[src/logic/mon_dbg_pkg.sv]
package mon_dbg_pkg;
  // ----------------------------------------
  // register map
  // ----------------------------------------
  localparam logic [7:0] CTRL_OFS = 8'h00;
  localparam logic [7:0] EXT_OFS = 8'h04;
  localparam logic [7:0] STAT_OFS = 8'h08;
  localparam int EXT_DBG_BKPT_ACCESS_DISABLE_POS = 20;
  localparam int TRACE_FILTER_TRAP_POS = 19;
  localparam int STE_POS = 18;
  localparam int SECURE_COUNTING_ENABLE_POS = 17;
  localparam int EXT_DBG_ACCESS_DISABLE_EXT_POS = 0;
  localparam int SCOPE_POS = 1;
  localparam int DP_POS = 2;
  localparam logic [31:0] CTRL_RESET = 32'h0000_0000;
  localparam logic [2:0] EXT_RESET = 3'h0;
  // ----------------------------------------
  // codes
  // ----------------------------------------
  localparam logic [5:0] EC_TRAP_64 = 6'h18;
  localparam logic [5:0] EC_TRAP_32 = 6'h03;
  typedef enum logic [1:0] {SEC_SECURE, SEC_NONSECURE, SEC_REALM, SEC_ROOT} sec_type;
  typedef enum logic [1:0] {TGT_BKPT_WP, TGT_OS_LOCK, TGT_OTHER} target_type;
  typedef enum logic [1:0] {CNT_BASIC, CNT_V8P2, CNT_V3P7} cnt_variant_type;
  typedef struct packed {
    logic cyc;
    logic stb;
    logic we;
    logic [7:0] adr;
    logic [3:0] sel;
    logic [31:0] dat;
  } wb_req_type;
  typedef struct packed {
    logic req;
    target_type target;
    sec_type sec;
    logic override;
  } dbg_req_type;
  typedef struct packed {
    logic req;
    logic [1:0] el;
    logic is64;
    logic higher_exc;
  } tf_req_type;
endpackage : mon_dbg_pkg

[src/logic/mon_dbg_ctrl.sv]
module mon_dbg_ctrl #(
  parameter bit HAS_EL3 = 1'b1,
  parameter bit HAS_NEW_DEBUG = 1'b1,
  parameter bit OS_LOCK_BLOCKED = 1'b1,
  parameter bit HAS_TRF = 1'b1,
  parameter bit HAS_PMU = 1'b1,
  parameter mon_dbg_pkg::cnt_variant_type CNT_VARIANT = mon_dbg_pkg::CNT_V3P7,
  parameter bit HAS_REALM = 1'b0,
  parameter bit TRACE_FILTER_TRAP_RESET = 1'b0
) (
  // clock and warm reset
  input wire logic clk_in,
  input wire logic rst_in,
  // wishbone slave
  input wire mon_dbg_pkg::wb_req_type wb_in,
  output logic [31:0] wb_dat_out,
  output logic wb_ack_out,
  // processor state
  input wire logic nonsecure_state_bit_in,
  input wire logic secure_state_in,
  input wire logic at_el3_in,
  input wire logic secure_noninvasive_debug_allowed_in,
  input wire logic trace_auth_override_in,
  // external debugger
  input wire mon_dbg_pkg::dbg_req_type dbg_in,
  output logic dbg_grant_out,
  output logic dbg_deny_out,
  // trace filter register accesses
  input wire mon_dbg_pkg::tf_req_type tf_in,
  output logic tf_trap_out,
  output logic tf_proceed_out,
  output logic [5:0] tf_ec_out,
  // trace and counters
  output logic secure_trace_allowed_out,
  output logic ext_trace_needs_secure_auth_out,
  output logic event_count_enable_out,
  output logic cycle_count_enable_out
);
  // ----------------------------------------
  // build checks
  // ----------------------------------------
  if (HAS_REALM && !HAS_NEW_DEBUG) begin : g_bad_cfg
    $error("realm support needs the newer debug feature");
  end

  // ----------------------------------------
  // control fields
  // ----------------------------------------
  logic ext_dbg_bkpt_access_disable_reg;
  logic trace_filter_trap_reg;
  logic secure_trace_enable_reg;
  logic secure_counting_enable_reg;
  logic ext_dbg_access_disable_ext_reg;
  logic counting_scope_select_reg;
  logic cycle_counter_prohibit_follow_reg;
  logic wb_hit;
  logic wr_ctrl;
  logic wr_ext;
  logic [31:0] wdat;

  assign wb_hit = wb_in.cyc && wb_in.stb && !wb_ack_out;
  assign wr_ctrl = wb_hit && wb_in.we && wb_in.adr == mon_dbg_pkg::CTRL_OFS;
  assign wr_ext = wb_hit && wb_in.we && wb_in.adr == mon_dbg_pkg::EXT_OFS;
  // unselected byte lanes keep their old value
  assign wdat = {{8{wb_in.sel[3]}}, {8{wb_in.sel[2]}}, {8{wb_in.sel[1]}}, {8{wb_in.sel[0]}}}
    & wb_in.dat;

  always_ff @(posedge clk_in) begin
    if (rst_in) begin
      ext_dbg_bkpt_access_disable_reg <= mon_dbg_pkg::CTRL_RESET[mon_dbg_pkg::EXT_DBG_BKPT_ACCESS_DISABLE_POS];
      secure_trace_enable_reg <= mon_dbg_pkg::CTRL_RESET[mon_dbg_pkg::STE_POS];
      secure_counting_enable_reg <= mon_dbg_pkg::CTRL_RESET[mon_dbg_pkg::SECURE_COUNTING_ENABLE_POS];
    end else if (wr_ctrl && wb_in.sel[2]) begin
      ext_dbg_bkpt_access_disable_reg <= wdat[mon_dbg_pkg::EXT_DBG_BKPT_ACCESS_DISABLE_POS];
      secure_trace_enable_reg <= HAS_TRF && wdat[mon_dbg_pkg::STE_POS];
      secure_counting_enable_reg <= HAS_PMU && wdat[mon_dbg_pkg::SECURE_COUNTING_ENABLE_POS];
    end
  end

  // value after warm reset is unspecified; a fixed build value stands in for it
  always_ff @(posedge clk_in) begin
    if (rst_in) begin
      trace_filter_trap_reg <= HAS_TRF && TRACE_FILTER_TRAP_RESET;
    end else if (wr_ctrl && wb_in.sel[2]) begin
      trace_filter_trap_reg <= HAS_TRF && wdat[mon_dbg_pkg::TRACE_FILTER_TRAP_POS];
    end
  end

  always_ff @(posedge clk_in) begin
    if (rst_in) begin
      ext_dbg_access_disable_ext_reg <= mon_dbg_pkg::EXT_RESET[mon_dbg_pkg::EXT_DBG_ACCESS_DISABLE_EXT_POS];
      counting_scope_select_reg <= mon_dbg_pkg::EXT_RESET[mon_dbg_pkg::SCOPE_POS];
      cycle_counter_prohibit_follow_reg <= mon_dbg_pkg::EXT_RESET[mon_dbg_pkg::DP_POS];
    end else if (wr_ext && wb_in.sel[0]) begin
      ext_dbg_access_disable_ext_reg <= HAS_REALM && wdat[mon_dbg_pkg::EXT_DBG_ACCESS_DISABLE_EXT_POS];
      counting_scope_select_reg <= (CNT_VARIANT == mon_dbg_pkg::CNT_V3P7)
        && wdat[mon_dbg_pkg::SCOPE_POS];
      cycle_counter_prohibit_follow_reg <= HAS_PMU && wdat[mon_dbg_pkg::DP_POS];
    end
  end

  // ----------------------------------------
  // effective values
  // ----------------------------------------
  logic force_one;
  logic ext_dbg_bkpt_access_disable_eff;
  logic ste_eff;
  logic secure_counting_enable_eff;

  assign force_one = !HAS_EL3 && !nonsecure_state_bit_in;
  assign ext_dbg_bkpt_access_disable_eff = ext_dbg_bkpt_access_disable_reg || force_one;
  assign ste_eff = HAS_TRF && (secure_trace_enable_reg || force_one);
  assign secure_counting_enable_eff = HAS_PMU && (secure_counting_enable_reg || force_one);

  // ----------------------------------------
  // register read and ack
  // ----------------------------------------
  logic [31:0] rd_data;

  always_comb begin
    rd_data = 32'h0000_0000;
    case (wb_in.adr)
      mon_dbg_pkg::CTRL_OFS: begin
        rd_data[mon_dbg_pkg::EXT_DBG_BKPT_ACCESS_DISABLE_POS] = ext_dbg_bkpt_access_disable_reg;
        rd_data[mon_dbg_pkg::TRACE_FILTER_TRAP_POS] = trace_filter_trap_reg;
        rd_data[mon_dbg_pkg::STE_POS] = secure_trace_enable_reg;
        rd_data[mon_dbg_pkg::SECURE_COUNTING_ENABLE_POS] = secure_counting_enable_reg;
      end
      mon_dbg_pkg::EXT_OFS: begin
        rd_data[mon_dbg_pkg::EXT_DBG_ACCESS_DISABLE_EXT_POS] = ext_dbg_access_disable_ext_reg;
        rd_data[mon_dbg_pkg::SCOPE_POS] = counting_scope_select_reg;
        rd_data[mon_dbg_pkg::DP_POS] = cycle_counter_prohibit_follow_reg;
      end
      mon_dbg_pkg::STAT_OFS: begin
        // effective values, as the rest of the block sees them
        rd_data[mon_dbg_pkg::EXT_DBG_BKPT_ACCESS_DISABLE_POS] = ext_dbg_bkpt_access_disable_eff;
        rd_data[mon_dbg_pkg::STE_POS] = ste_eff;
        rd_data[mon_dbg_pkg::SECURE_COUNTING_ENABLE_POS] = secure_counting_enable_eff;
      end
      default: begin
        rd_data = 32'h0000_0000;
      end
    endcase
  end

  // one wait state; unmapped addresses ack with zero
  always_ff @(posedge clk_in) begin
    if (rst_in) begin
      wb_ack_out <= 1'b0;
      wb_dat_out <= 32'h0000_0000;
    end else begin
      wb_ack_out <= wb_hit;
      wb_dat_out <= (wb_hit && !wb_in.we) ? rd_data : 32'h0000_0000;
    end
  end

  // ----------------------------------------
  // external debugger access
  // ----------------------------------------
  logic guarded;
  logic realm_ok;
  logic legacy_ok;
  logic dbg_allow;

  assign guarded = dbg_in.target == mon_dbg_pkg::TGT_BKPT_WP
    || (dbg_in.target == mon_dbg_pkg::TGT_OS_LOCK && (HAS_NEW_DEBUG || OS_LOCK_BLOCKED));

  always_comb begin
    realm_ok = 1'b1;
    case ({ext_dbg_access_disable_ext_reg, ext_dbg_bkpt_access_disable_eff})
      2'b01: realm_ok = dbg_in.sec inside {mon_dbg_pkg::SEC_ROOT, mon_dbg_pkg::SEC_SECURE};
      2'b10: realm_ok = dbg_in.sec inside {mon_dbg_pkg::SEC_ROOT, mon_dbg_pkg::SEC_REALM};
      2'b11: realm_ok = dbg_in.sec == mon_dbg_pkg::SEC_ROOT;
      default: realm_ok = 1'b1;
    endcase
  end

  assign legacy_ok = !ext_dbg_bkpt_access_disable_eff || dbg_in.override;
  assign dbg_allow = !guarded || (HAS_REALM ? realm_ok : legacy_ok);

  always_ff @(posedge clk_in) begin
    if (rst_in) begin
      dbg_grant_out <= 1'b0;
      dbg_deny_out <= 1'b0;
    end else begin
      dbg_grant_out <= dbg_in.req && dbg_allow;
      dbg_deny_out <= dbg_in.req && !dbg_allow;
    end
  end

  // ----------------------------------------
  // trace filter register trap
  // ----------------------------------------
  logic tf_lower_el;

  // only el1 and el2 are trapped; el3 and el0 pass through untouched
  assign tf_lower_el = tf_in.el == 2'h1 || tf_in.el == 2'h2;

  always_ff @(posedge clk_in) begin
    if (rst_in) begin
      tf_trap_out <= 1'b0;
      tf_proceed_out <= 1'b0;
      tf_ec_out <= 6'h00;
    end else begin
      tf_trap_out <= tf_in.req && trace_filter_trap_reg && tf_lower_el
        && !tf_in.higher_exc;
      tf_proceed_out <= tf_in.req && !(trace_filter_trap_reg && tf_lower_el)
        && !tf_in.higher_exc;
      if (tf_in.req && trace_filter_trap_reg && tf_lower_el && !tf_in.higher_exc) begin
        tf_ec_out <= tf_in.is64 ? mon_dbg_pkg::EC_TRAP_64 : mon_dbg_pkg::EC_TRAP_32;
      end
    end
  end

  // ----------------------------------------
  // secure trace and counting
  // ----------------------------------------
  logic cnt_applies;
  logic cnt_prohibit;

  always_comb begin
    case (CNT_VARIANT)
      mon_dbg_pkg::CNT_V3P7: begin
        cnt_applies = counting_scope_select_reg ? at_el3_in : secure_state_in;
      end
      mon_dbg_pkg::CNT_V8P2: begin
        cnt_applies = secure_state_in;
      end
      default: begin
        cnt_applies = secure_state_in && !secure_noninvasive_debug_allowed_in;
      end
    endcase
  end

  assign cnt_prohibit = HAS_PMU && cnt_applies && !secure_counting_enable_eff;

  always_ff @(posedge clk_in) begin
    if (rst_in) begin
      secure_trace_allowed_out <= 1'b0;
      ext_trace_needs_secure_auth_out <= 1'b1;
      event_count_enable_out <= 1'b0;
      cycle_count_enable_out <= 1'b0;
    end else begin
      secure_trace_allowed_out <= !secure_state_in || ste_eff || trace_auth_override_in;
      ext_trace_needs_secure_auth_out <= !ste_eff;
      event_count_enable_out <= !cnt_prohibit;
      cycle_count_enable_out <= !(cnt_prohibit && cycle_counter_prohibit_follow_reg);
    end
  end
endmodule : mon_dbg_ctrl

[config.mk]
export PLATFORM = sky130hd
export DESIGN_NAME = mon_dbg_ctrl
export DESIGN_NICKNAME = d
export VERILOG_FILES = /design/src/logic/mon_dbg_pkg.sv /design/src/logic/mon_dbg_ctrl.sv
export SDC_FILE = /design/constraint.sdc
export NUM_CORES = 1
export LEC_CHECK = 0
export BUFFER_PORTS_ARGS = -buffer_cell sky130_fd_sc_hd__clkbuf_2
export CAP_MARGIN = 20
export CORE_MARGIN = 3
export CORE_UTILIZATION = 35
export DETAILED_ROUTE_END_ITERATION = 6
export MAX_ROUTING_LAYER = met4
export PLACE_DENSITY = 0.8
export SLEW_MARGIN = 20
export SYNTH_ARGS = -nofsm -noshare
export SYNTH_HDL_FRONTEND = slang
export SYNTH_SLANG_ARGS = --single-unit
[constraint.sdc]
create_clock -name clk_in -period 2.4 [get_ports clk_in]
set_clock_uncertainty 0.05 [all_clocks]
set_input_delay 0.36 -clock clk_in [delete_from_list [all_inputs] [get_ports clk_in]]
set_output_delay 0.36 -clock clk_in [all_outputs]
set_load 0.02 [all_outputs]
==> out/metrics.yaml <==
run_status: "finished, final reports clean"
worstHoldStart: "tf_in[0]"
top_regs: "wb_dat_out x6, tf_ec_out x2"
multi_input_area_um2: 524.3
h-tree-depth: 1
met2_usage: 0.1798
leakagePower_nw: 0.6342
avgSynthCellArea_um2: 9.998
wl_um: 2103
irDropWorstVdd_mv: 0.1515
start_util: 0.3861
layout_min_cycle_time_ns: 1.677
grt-ovfl-total: 0
drt_iter0_markers: 19
crit_arrival_ns: 1.88
r2r-end: "wb_dat_out[1]"
cts-root-buf: "clkbuf_4"
crit_chain: "clkbuf_2 > or4_4 > or4b_4 > and4bb_2"
clk_latency_ns: 0.30
io_buffers: 50
holdPathEnd: "tf_proceed_out"
grt_busiest_layer: "met2"
post_cts_buffers: 0
final-hold-violation-count: 0
whs_path_depth: 2
yosysWarningCount: 0
largest_register_ffs: 6
holdWs_ns: 0.1715
cts_buffers: 3
cts.hold.buffers_added: 0
nFillCells: 304
critPathMaxFanout: 6
area_growth_pct: 18.32
layoutNonFillerInstCount: 204
crit_family: "simple AND/OR/NAND/NOR gates"
slowest_delay_ns: 0.58
grt_first_pass_wirelength_um: 3450
path_clk_slew_ns: 0.12
grt_pass1_vias: 800
die_w_um: 62.57
gp_congestion: 0.6914
rsz0062_at_grt: "no"
cts_buffer_depth: 2
antenna_found_initial: 0
hold_path.class: "primary input to flop"
ys_ff_latch: 23
dp.cells: 200
track_usage: 0.1112
worst_r2r_startpoint: "wb_ack_out"
vias: 825
finalPower_mw: 0.6696
rows: 19
fin_crit_sh: 0.6988
antenna_left: 0
grt_max_degree: 24
required_ns: 2.60
regMostFlops: "wb_dat_out"
drv_slew: 0
crit_buf_inv: 1
cts_tree: "built"
maxCapViolCount: 0
antenna_cells: 0
critPathSlowestCell: "or4b_4"
clkSinkCount: 23
rrSetupSlack_ns: 0.84
ys_seq_area_frac: 0.4112
fin_setup_tns_ns: 0
met3_usage: 0.03417
dp_hpwl_um: 1744
utilization: 0.4569
worst_slew_pin_slew_ns: 0.5838
core_area_um2: 2900
routedWlPerCell_um: 10.31
gr-usage-met1: 0.1295
cts_resized: 0
final_net_count: 228
regArea_um2: 460.4
dr.pass1.iters: 4
cp-start-kind: "primary input"
power.density_nw_per_um2: 505.4
viasPerCell: 4.044
floorplan.die_area_um2: 3914
max_freq_mhz: 596.3
drc: 0
fp.dieH_um: 62.57
slew_headroom: 0.6072
yosysUniqueCellTypes: 26
drive_above_1_share: 0.3765
syn_inst: 112
crit_path_end_kind: "flop"
path_class: "primary input to flop"
ff2ff_path_depth: 3
io_pins: 112
finalSetupViolCount: 0
synth_area_um2: 1120
-- metrics by stage --
| stage | setup slack, ns | instance area [µm²] |
|---|---|---|
| 6_report | 0.7230 | 1325 |
| 3_3_place_gp | 0.4175 | 1299 |
| 5_1_grt | 0.7168 | 1325 |
| 3_5_place_dp | 0.4007 | 1299 |
| 4_1_cts | 0.7355 | 1325 |
| 2_1_floorplan | 0.5432 | 1221 |
-- cell type report --
class,count,area share
multi-input combinational,83,0.3957
sequential,23,0.3475
timing repair buffer,51,0.1945
tap,42,0.03966
clock buffer,4,0.01983
inverter,1,0.002833
-- kinds of logic (layout without fill, tap and decap cells) --
logic type                Yosys count  count (layout)  synth area share
and+or+nand+nor                    42              42            0.2682
muxes                               9               9           0.08157
xor gates and xnor gates            1               1          0.007823
DFF                                23              23            0.4112
buffers and inverters              33              56            0.2112
other                               1              28          0.003349
AOI/OAI and AO/OA                   3               3           0.01676
-- cells in the mapped netlist (all sizes together) --
cell,count,share of area
nor3b,4,0.027
inv,1,0.0033
or4b,1,0.012
a2111oi,1,0.0078
or4,1,0.010
nor4b,1,0.0078
xor2,1,0.0078
nor2,8,0.027
nand2b,15,0.084
clkbuf,2,0.0067
nor4,2,0.025
buf,30,0.20
nand3b,1,0.0067
nand2,1,0.0033
and4bb,2,0.022
a21oi,2,0.0089
nand4b,1,0.0078
or2,1,0.0056
and4b,1,0.0089
nor2b,2,0.011
mux2,1,0.010
or4bb,1,0.010
mux2i,8,0.072
dfxtp,23,0.41
conb,1,0.0033
-- placed cells by master, fill, tap and decap left out --
cell       instances
mux2i_1            8
nor2b_1            2
buf_4              1
nand3b_1           1
and4b_1            1
clkbuf_2          50
nor4_1             1
clkbuf_1           1
nor4b_1            1
nand2b_1          15
nor4_4             1
a21oi_1            2
conb_1            28
or2_2              1
nor2_1             8
inv_1              1
a2111oi_0          1
dfxtp_1           23
mux2_2             1
xor2_1             1
or4bb_1            1
nand4b_1           1
and4bb_2           2
or4b_4             1
nor3b_1            4
or4_4              1
nand2_1            1
clkbuf_4           3
-- worst max path at each step --
stage                     slack [ns]  cells after the start       from             end
after floorplan                 0.54                      3  wb_in[37]   wb_dat_out[1]
after global placement          0.42                      4  wb_in[37]   wb_dat_out[2]
after detailed placement        0.40                      4  wb_in[37]   wb_dat_out[1]
after CTS                       0.74                      4  wb_in[37]   wb_dat_out[1]
after global routing            0.72                      4  wb_in[37]  wb_dat_out[19]
final                           0.72                      4  wb_in[37]   wb_dat_out[1]
-- layer usage --
metal | vias to the layer above | wire [µm]
met1 | 366 | 846
met5 | - | 0
met2 | 41 | 1091
li1 | 418 | -
met4 | 0 | 0
met3 | 0 | 166
-- power by group --
group / switching, mW / total (mW) / internal, mW
clock: 0.111 / 0.175 / 0.0647
combinational: 0.0719 / 0.106 / 0.0344
sequential: 0.00123 / 0.388 / 0.387
total: 0.184 / 0.670 / 0.486
Note: power is estimated with default switching activity, not from simulation.
